--- src/rtl/nvm_table_consts.vh ---
// constants for the table access and self-programming controller
// assumes a single 50 MHz clock and a 32-bit apb register bus
// Function
// - bit 7 picks program flash or eeprom
// - bit 6 picks configuration space over both
// - bit 4 makes next start a block erase
// - abort flag on reset abort or bad start
// - bit 2 permits or inhibits write cycles
// - bit 1 starts timed cycle, hardware clears
// - bit 0 eeprom read strobe, self clearing
// - bit 5 reads zero, writes ignored
// - abort keeps both space select bits
// - 8-bit latch holds each moved byte
// - 22-bit pointer from three byte registers
// - four pointer actions on low 21 bits
// - table read uses all 22 bits
// - table write fills holding register only
// - program write uses upper pointer bits
// - erase clears 64-byte block, bits 21:6
// - address lsb picks word high/low byte
// - erase/write only after unlock key sequence
// - core stalls until programming timer ends
// - erase always 64-byte block only
// - done flag set, cleared by firmware
// - holding bytes reset ffh, ffh skipped
// - key port reads all zeros
`ifndef NVM_TABLE_CONSTS_VH
`define NVM_TABLE_CONSTS_VH
// register byte offsets
`define OFS_CTRL    8'h00
`define OFS_KEY     8'h04
`define OFS_LATCH   8'h08
`define OFS_PTR_LO  8'h0c
`define OFS_PTR_HI  8'h10
`define OFS_PTR_UP  8'h14
`define OFS_TBL_OP  8'h18
`define OFS_STATUS  8'h1c
// control register bit positions
`define B_SPACE     7
`define B_CFG       6
`define B_ERASE     4
`define B_ABORT     3
`define B_PERMIT    2
`define B_START     1
`define B_READ      0
// table op command fields
`define B_OP_WRITE  2
// pointer update modes
`define PM_NONE     2'h0
`define PM_POSTINC  2'h1
`define PM_POSTDEC  2'h2
`define PM_PREINC   2'h3
// unlock key bytes
`define KEY_FIRST   8'h55
`define KEY_SECOND  8'haa
// blank holding byte
`define BLANK_BYTE  8'hff
// erase block offset width (64 bytes)
`define ERASE_BITS  6
// programming time and clock rate
`define PROG_TIME_US 2000
`define CLK_MHZ      50
`endif

--- src/rtl/nvm_table_ctrl.v ---
// table access and self-programming controller for on-chip flash
// assumes an apb master on the core clock and a flash array port
// whose read data is valid one clock after the read strobe
//
// The APB interface to the registers and the register offsets were chosen for this implementation.
`include "nvm_table_consts.vh"

module nvm_table_ctrl #(
    parameter WB_BITS     = 4,    // log2 of write block bytes
    parameter PROG_CYCLES = `PROG_TIME_US * `CLK_MHZ
) (
    input  wire        clock,      // core clock
    input  wire        nrst,       // power-on reset, low
    input  wire        warm_rst_n, // other device resets, async pin
    input  wire        psel,       // apb select
    input  wire        penable,    // apb access phase
    input  wire        pwrite,     // apb direction
    input  wire [7:0]  paddr,      // apb byte address
    input  wire [31:0] pwdata,     // apb write data
    output reg  [31:0] prdata,     // apb read data
    output reg         pready,     // apb ready
    output reg         pslverr,    // apb error, unmapped
    output reg  [21:0] flash_addr, // flash byte address
    output reg         flash_rd,   // flash word read strobe
    input  wire [15:0] flash_rdata,// flash word, next clock
    output reg         flash_wr,   // flash byte program strobe
    output reg  [7:0]  flash_wdata,// flash byte to program
    output reg         flash_erase,// 64-byte block erase strobe
    output reg  [1:0]  space_sel,  // {config, program} select
    output reg         ee_read,    // eeprom read strobe
    output reg         core_stall, // halts core during cycle
    output reg         done_flag   // completion flag
);

    localparam WB = 1 << WB_BITS;  // holding block bytes
    localparam S_IDLE = 2'h0;      // waiting
    localparam S_TRD  = 2'h1;      // table read data due
    localparam S_PROG = 2'h2;      // issuing block bytes
    localparam S_TIME = 2'h3;      // programming timer

    // two-flop synchroniser for the warm reset pin
    reg        wrst_s1_r;          // first stage
    reg        wrst_s2_r;          // second stage, usable

    // control bits
    reg        space_r;            // program flash select
    reg        cfg_r;              // configuration select
    reg        erase_r;            // block erase enable
    reg        abort_r;            // abort error flag
    reg        permit_r;           // write permit
    reg        start_r;            // cycle in progress
    reg        rd_r;               // eeprom read strobe bit

    reg  [7:0]  latch_r;           // table byte latch
    reg  [21:0] ptr_r;             // table pointer
    reg  [1:0]  key_r;             // unlock progress 0..2
    reg  [1:0]  state_r;           // sequencer state
    reg  [WB_BITS-1:0] idx_r;      // holding byte index
    reg  [31:0] tmr_r;             // programming timer
    reg         trd_lsb_r;         // byte select of pending read
    reg  [7:0]  hold_r [0:WB-1];   // write block holding bytes

    // apb decode; a transfer completes when pready is sampled high
    wire acc    = psel & penable;
    wire done   = acc & pready;
    wire wr_en  = done & pwrite;
    wire busy   = (state_r != S_IDLE);
    wire mapped = (paddr[1:0] == 2'h0) & (paddr <= `OFS_STATUS);

    wire [7:0] wb = pwdata[7:0];   // written byte

    // pointer arithmetic on the low 21 bits only
    wire [20:0] ptr_inc = ptr_r[20:0] + 21'h1;
    wire [20:0] ptr_dec = ptr_r[20:0] - 21'h1;
    wire [1:0]  op_mode = pwdata[1:0];
    wire        op_wr   = pwdata[`B_OP_WRITE];
    wire [21:0] eff_ptr = (op_mode == `PM_PREINC) ?
                          {ptr_r[21], ptr_inc} : ptr_r;
    reg  [21:0] ptr_after;         // pointer after this access

    // next pointer value for the four update modes
    always @* begin
        case (op_mode)
            `PM_NONE:    ptr_after = ptr_r;
            `PM_POSTINC: ptr_after = {ptr_r[21], ptr_inc};
            `PM_POSTDEC: ptr_after = {ptr_r[21], ptr_dec};
            default:     ptr_after = {ptr_r[21], ptr_inc};
        endcase
    end

    // command decode for writes
    wire w_ctrl  = wr_en & (paddr == `OFS_CTRL);
    wire w_key   = wr_en & (paddr == `OFS_KEY);
    wire w_op    = wr_en & (paddr == `OFS_TBL_OP);
    wire w_stat  = wr_en & (paddr == `OFS_STATUS);
    wire set_st  = w_ctrl & wb[`B_START] & ~start_r;
    // a start is good only straight after both key bytes, permitted
    wire good_st = set_st & (key_r == 2'h2) & permit_r;
    wire bad_st  = set_st & ~good_st;
    wire cyc_end = (state_r == S_TIME) &
                   (tmr_r == PROG_CYCLES - 1);
    wire warm    = ~wrst_s2_r;

    // synchronise the warm reset pin
    always @(posedge clock or negedge nrst) begin
        if (!nrst) begin
            wrst_s1_r <= 1'b1;
            wrst_s2_r <= 1'b1;
        end else begin
            wrst_s1_r <= warm_rst_n;
            wrst_s2_r <= wrst_s1_r;
        end
    end

    // apb handshake: one wait state, held off while the core stalls
    always @(posedge clock or negedge nrst) begin
        if (!nrst) begin
            pready  <= 1'b0;
            pslverr <= 1'b0;
        end else begin
            // stall every access while a cycle runs
            pready  <= acc & ~pready & ~busy & ~start_r;
            pslverr <= acc & ~pready & ~busy & ~start_r & ~mapped;
        end
    end

    // read data mux, captured with the ready
    always @(posedge clock or negedge nrst) begin
        if (!nrst) begin
            prdata <= 32'h0;
        end else if (acc & ~pready & ~pwrite) begin
            case (paddr)
                `OFS_CTRL:   prdata <= {24'h0, space_r, cfg_r, 1'b0,
                                        erase_r, abort_r, permit_r,
                                        start_r, rd_r};
                `OFS_KEY:    prdata <= 32'h0;
                `OFS_LATCH:  prdata <= {24'h0, latch_r};
                `OFS_PTR_LO: prdata <= {24'h0, ptr_r[7:0]};
                `OFS_PTR_HI: prdata <= {24'h0, ptr_r[15:8]};
                `OFS_PTR_UP: prdata <= {26'h0, ptr_r[21:16]};
                `OFS_STATUS: prdata <= {30'h0, busy, done_flag};
                default:     prdata <= 32'h0;
            endcase
        end
    end

    // unlock key tracker: any other write breaks the sequence
    always @(posedge clock or negedge nrst) begin
        if (!nrst) begin
            key_r <= 2'h0;
        end else if (w_key) begin
            if (wb == `KEY_FIRST)
                key_r <= 2'h1;
            else if (wb == `KEY_SECOND && key_r == 2'h1)
                key_r <= 2'h2;
            else
                key_r <= 2'h0;
        end else if (wr_en | warm) begin
            key_r <= 2'h0;
        end
    end

    // control register bits
    always @(posedge clock or negedge nrst) begin
        if (!nrst) begin
            space_r  <= 1'b0;
            cfg_r    <= 1'b0;
            erase_r  <= 1'b0;
            abort_r  <= 1'b0;
            permit_r <= 1'b0;
            start_r  <= 1'b0;
            rd_r     <= 1'b0;
        end else if (warm) begin
            // select bits survive so the failed access can be traced
            abort_r  <= abort_r | start_r;
            erase_r  <= 1'b0;
            permit_r <= 1'b0;
            start_r  <= 1'b0;
            rd_r     <= 1'b0;
        end else begin
            rd_r <= 1'b0;
            if (w_ctrl) begin
                space_r  <= wb[`B_SPACE];
                cfg_r    <= wb[`B_CFG];
                erase_r  <= wb[`B_ERASE];
                permit_r <= wb[`B_PERMIT];
                abort_r  <= wb[`B_ABORT] | bad_st;
                // read strobe refused for flash or config space
                rd_r <= wb[`B_READ] & ~wb[`B_SPACE] &
                        ~wb[`B_CFG];
            end
            if (good_st)
                start_r <= 1'b1;
            if (cyc_end) begin
                start_r <= 1'b0;
                erase_r <= 1'b0;
                abort_r <= 1'b0;
            end
        end
    end

    // completion flag: firmware clears by writing one, set wins
    always @(posedge clock or negedge nrst) begin
        if (!nrst)
            done_flag <= 1'b0;
        else if (cyc_end)
            done_flag <= 1'b1;
        else if (w_stat & wb[0])
            done_flag <= 1'b0;
    end

    // latch and pointer: software writes and table operations
    always @(posedge clock or negedge nrst) begin
        if (!nrst) begin
            latch_r   <= 8'h0;
            ptr_r     <= 22'h0;
            trd_lsb_r <= 1'b0;
        end else begin
            if (wr_en & (paddr == `OFS_LATCH))
                latch_r <= wb;
            if (wr_en & (paddr == `OFS_PTR_LO))
                ptr_r[7:0] <= wb;
            if (wr_en & (paddr == `OFS_PTR_HI))
                ptr_r[15:8] <= wb;
            if (wr_en & (paddr == `OFS_PTR_UP))
                ptr_r[21:16] <= wb[5:0];
            if (w_op) begin
                ptr_r     <= ptr_after;
                trd_lsb_r <= eff_ptr[0];
            end
            // word lsb selects high or low byte into the latch
            if (state_r == S_TRD)
                latch_r <= trd_lsb_r ? flash_rdata[15:8] :
                                       flash_rdata[7:0];
        end
    end

    // holding registers: filled by table writes, blank after use
    integer i;
    always @(posedge clock or negedge nrst) begin
        if (!nrst) begin
            for (i = 0; i < WB; i = i + 1)
                hold_r[i] <= `BLANK_BYTE;
        end else if (cyc_end | warm) begin
            for (i = 0; i < WB; i = i + 1)
                hold_r[i] <= `BLANK_BYTE;
        end else if (w_op & op_wr) begin
            // only the low pointer bits matter here, flash untouched
            hold_r[eff_ptr[WB_BITS-1:0]] <= latch_r;
        end
    end

    // sequencer: table reads, block program, erase, timer
    always @(posedge clock or negedge nrst) begin
        if (!nrst) begin
            state_r     <= S_IDLE;
            idx_r       <= {WB_BITS{1'b0}};
            tmr_r       <= 32'h0;
            flash_addr  <= 22'h0;
            flash_rd    <= 1'b0;
            flash_wr    <= 1'b0;
            flash_wdata <= 8'h0;
            flash_erase <= 1'b0;
        end else begin
            flash_rd    <= 1'b0;
            flash_wr    <= 1'b0;
            flash_erase <= 1'b0;
            if (warm) begin
                state_r <= S_IDLE;
            end else begin
                case (state_r)
                    S_IDLE: begin
                        idx_r <= {WB_BITS{1'b0}};
                        tmr_r <= 32'h0;
                        if (w_op & ~op_wr) begin
                            flash_addr <= eff_ptr;
                            flash_rd   <= 1'b1;
                            state_r    <= S_TRD;
                        end else if (good_st & erase_r) begin
                            // low six bits cleared, block granular
                            flash_addr <= {ptr_r[21:`ERASE_BITS],
                                {`ERASE_BITS{1'b0}}};
                            flash_erase <= 1'b1;
                            state_r     <= S_TIME;
                        end else if (good_st) begin
                            state_r <= S_PROG;
                        end
                    end
                    S_TRD: begin
                        state_r <= S_IDLE;
                    end
                    S_PROG: begin
                        // blank bytes are skipped, flash keeps them
                        flash_addr <= {ptr_r[21:WB_BITS],
                                       idx_r};
                        flash_wdata <= hold_r[idx_r];
                        flash_wr    <= (hold_r[idx_r] !=
                                        `BLANK_BYTE);
                        idx_r <= idx_r + 1'b1;
                        if (idx_r == WB - 1)
                            state_r <= S_TIME;
                    end
                    S_TIME: begin
                        // the cycle ends by the timer, not by the array
                        tmr_r <= tmr_r + 32'h1;
                        if (cyc_end)
                            state_r <= S_IDLE;
                    end
                    default: state_r <= S_IDLE;
                endcase
            end
        end
    end

    // registered copies of control state for the core side
    always @(posedge clock or negedge nrst) begin
        if (!nrst) begin
            space_sel  <= 2'h0;
            ee_read    <= 1'b0;
            core_stall <= 1'b0;
        end else begin
            space_sel  <= {cfg_r, space_r};
            ee_read    <= rd_r;
            // rise with the accepted start, so the erase pulse is covered
            core_stall <= (start_r | good_st) & ~cyc_end & ~warm;
        end
    end

endmodule // nvm_table_ctrl

--- config.mk ---
export PLATFORM = sky130hd
export DESIGN_NAME = nvm_table_ctrl
export DESIGN_NICKNAME = d
export VERILOG_FILES = /design/src/rtl/nvm_table_ctrl.v
export VERILOG_INCLUDE_DIRS = /design/src /design/src/rtl
export SDC_FILE = /design/constraint.sdc
export NUM_CORES = 1
export LEC_CHECK = 0
export BUFFER_PORTS_ARGS = -buffer_cell sky130_fd_sc_hd__clkbuf_2
export CORE_AREA = 2 2 154 156
export CTS_BUF_LIST = sky130_fd_sc_hd__clkbuf_8
export DETAILED_ROUTE_END_ITERATION = 8
export DIE_AREA = 0 0 156 158
export PLACE_DENSITY_LB_ADDON = 0.08
export SYNTH_ARGS = -nofsm -noshare
export SYNTH_HDL_FRONTEND = slang
export SYNTH_SLANG_ARGS = --single-unit
--- constraint.sdc ---
create_clock -name clock -period 2.9 [get_ports clock]
set_clock_uncertainty 0.15 [all_clocks]
set_input_delay 0.58 -clock clock [delete_from_list [all_inputs] [get_ports clock]]
set_output_delay 0.58 -clock clock [all_outputs]
set_load 0.02 [all_outputs]
==> summary.txt <==
Status
  • Outcome: finished, final reports clean

Worst setup path
  • Worst reg2reg path endpoint: hold_r[118]
  • Required time of the critical path: 3.18 ns
  • Crit end category: flip-flop
  • Peak fanout along the critical path: 12
  • R2R Setup Slk: 0.22 ns
  • Worst-path cell chain: inv_1 > ha_1 > mux2_2 > nor3_1 > buf_4 > nand2_1 > nand2_1 > nand3_1
  • Critical path class: reg2reg
  • Slowest-stage cell, CP: dfrtp_1
  • Worst path max stage delay: 0.58 ns
  • Delay-heaviest family, CP: simple AND/OR/NAND/NOR gates
  • Worst r2r src: ptr_r[0]
  • R2R depth: 8
  • CP Buf/Inv Count: 2
  • Crit path launch type: flip-flop
  • CP Data Arrival Time: 2.96 ns
  • Critical Path Most Common Cell: nand2_1
  • Critical path depth in cells: 8

Clocking
  • TritonCTS Buffers: 44
  • Maximum clock insertion buffer count: 3
  • Clock Sinks: 256
  • Root buffer cell: clkbuf_8
  • TritonCTS clock tree: done
  • Worst-path clk slew: 0.06 ns
  • Post-CTS Setup Bufs: 0
  • Cts repair resizes: 0
  • H-tree Lvls: 2
  • Worst-Skew Late Latency: 0.55 ns

Logic synthesis
  • Mapped cell area: 0.0136 mm²
  • Top cells by area, synth: dfstp_2 (25%), dfrtp_1 (23%), nand2_1 (9.9%), nand3_1 (6.2%), mux4_2 (4.8%)
  • Post-synth top area cell: dfstp_2
  • Syn Area/Cell: 9.13 µm²
  • Post-synthesis async set-or-reset flop share: 100%
  • Gate Count Post-Synth: 1,492
  • Yosys cell types: 68
  • Most used flip-flop cell after synthesis: dfstp_2
  • YS warnings: 0
  • Top-area cell type share of the netlist area: 25.1%
  • Most frequent cells after synthesis: nand2_1 (360), nand3_1 (170), dfstp_2 (130), dfrtp_1 (126), nor2_1 (106)
  • Number of flops mapped to enable cells by yosys: 0
  • Most frequent cell after synthesis: nand2_1
  • Seq/Total Area, Yosys: 48.2%
  • Yosys reg bits: 256

Global route
  • Remaining global-route overflow: 0
  • Vias in the first global route: 11,490
  • Tot GR Track Use: 31.4%
  • First-pass GRT wire length: 61,000 µm
  • Antenna violations before repair: 0
  • Largest net degree at the start of global routing: 132

Place
  • Place WS: -0.0808 ns
  • DP Wirelength: 25,700 µm
  • GPL Wtd Cong: 0.927
  • Port Buffers: 85
  • Placed instance count: 1,862

Timing
  • Slew Limit Fails: 0
  • Final hold violation count: 0
  • Min cycle time layout: 2.68 ns
  • Worst slew pin tran: 0.958 ns
  • Rel. slew slack: 36.1%
  • Final worst setup slack: 0.223 ns
  • Highest Clock Rate: 374 MHz
  • Final worst-path cycle share: 92.3%
  • RSZ-0062 raised after global routing: no
  • # setup viols final: 0

Pwr
  • Leak: 6.96 nW
  • VDD IR-drop max: 0.000654 V
  • PwrDens: 644 mW/mm²

Routing
  • Via count: 11,564
  • Residual DRC count: 0
  • WL final: 37,200 µm
  • Post-DR vias/cell: 5.95
  • DR WL/cell: 19.1 µm
  • First-pass DRT Iterations: 5
  • ANT nets after route: 0
  • Iter 0 DRT Violations: 923

Hold path
  • Worst hold path startpoint: penable
  • Min-Delay Path Class: in2reg
  • WHS Path Cells: 3
  • Hold path endpoint: pready

Floorplan
  • DIE HEIGHT: 158 µm
  • Core Area: 0.0231 mm²
  • Initial Util: 59.1%
  • Row cnt: 56
  • Die width: 156 µm
  • Die area: 0.0246 mm²
  • I/O pin count: 134

Cells and area
  • Area grow syn2layout: 15.0%
  • Post-route insts no fill: 1,944
  • Antenna diodes: 0
  • Share of cells above drive strength 1: 25.5%
  • Nets: 1,691

Flow run
  • Max Cap Violations: 0
-- layout make-up --
cell class | count | area, µm²
Fill cell | 1881 | 7370
Sequential cell | 256 | 6570
Multi-Input combinational cell | 1129 | 6560
Timing Repair Buffer | 175 | 1190
Clock buffer | 57 | 785
Tap cell | 290 | 363
Clock inverter | 23 | 160
Inverter | 14 | 52.6
-- power breakdown --
group          internal, mW  total (mW)  switching, mW
sequential             3.88        4.45          0.568
combinational         0.824        2.20           1.38
clock                  1.95        3.44           1.49
-- worst min-delay path, delay by kind of cell --
family                 cells  cell delay [ns]
buffers and inverters      1             0.10
AND/OR/NAND/NOR            2             0.14
-- cells in the final DEF, fill, tap and decap left out, types with 29 or more instances in the layout --
cell / n
mux4_2: 29
dfrtp_1: 125
nand2_1: 360
nor2_1: 106
a21oi_1: 57
dfstp_2: 130
clkbuf_2: 84
o21ai_0: 55
nand3_1: 170
buf_4: 82
clkbuf_8: 57
-- state kept, by name, indices dropped and copies added, names as in the netlist, 4 cells and up --
signal	flops
flash_addr	22
flash_wdata	8
hold_r	128
idx_r	4
latch_r	8
prdata	8
ptr_r	22
tmr_r	32
-- repair_timing --
item | in CTS | in global routing
hold buffers | 2 | 0
hold endpoints to repair | 7 | 0
setup endpoints to repair | 0 | 0
-- stage by stage --
step                area (µm²)  utilization (%)  total power, mW  hold slack [ns]  TNS [ns]
finish                   15700             68.0             10.1            0.174         0
global route             15700             68.0             10.6            0.160         0
CTS                      15700             68.0             10.2            0.138         0
detailed placement       14700             63.8             6.69            0.206     -1.35
global placement         14700             63.8             6.64            0.205    -0.737
floorplan                13700                -             5.74            0.134         0
-- worst max path at each step --
stage / startpoint / to / slack (ns)
2_1_floorplan: paddr[3] / state_r[0] / 0.11
3_3_place_gp: paddr[1] / flash_addr[19] / -0.06
3_5_place_dp: paddr[1] / flash_addr[19] / -0.08
4_1_cts: tmr_r[14] / state_r[1] / 0.24
5_1_grt: ptr_r[2] / hold_r[59] / 0.05
6_report: ptr_r[0] / hold_r[118] / 0.22
-- kinds of logic (layout without fill, tap and decap cells) --
kind of cell    count (synthesis)  in the layout  synth area share, %
fa+ha+maj                       9              9                0.826
flops                         256            256                 48.2
simple gates                  767            767                 25.7
other cells                     1             24               0.0275
mux                            56             56                 6.88
buf+inv                       130            269                 4.38
compound gates                233            233                 11.4
xor+xnor                       40             40                 2.57
-- routing by layer --
layer  GRT usage [%]  wire length, µm  vias to the layer above  share of wire (%)
met3            4.57             2490                       94                6.7
met2            51.8            17800                      454                 48
met4            12.4             1310                        0                3.5
met5               0                0                        -                  0
met1            42.2            15600                     5519                 42
li1                -                -                     5497                  -
(Power assumes the default switching activity.)
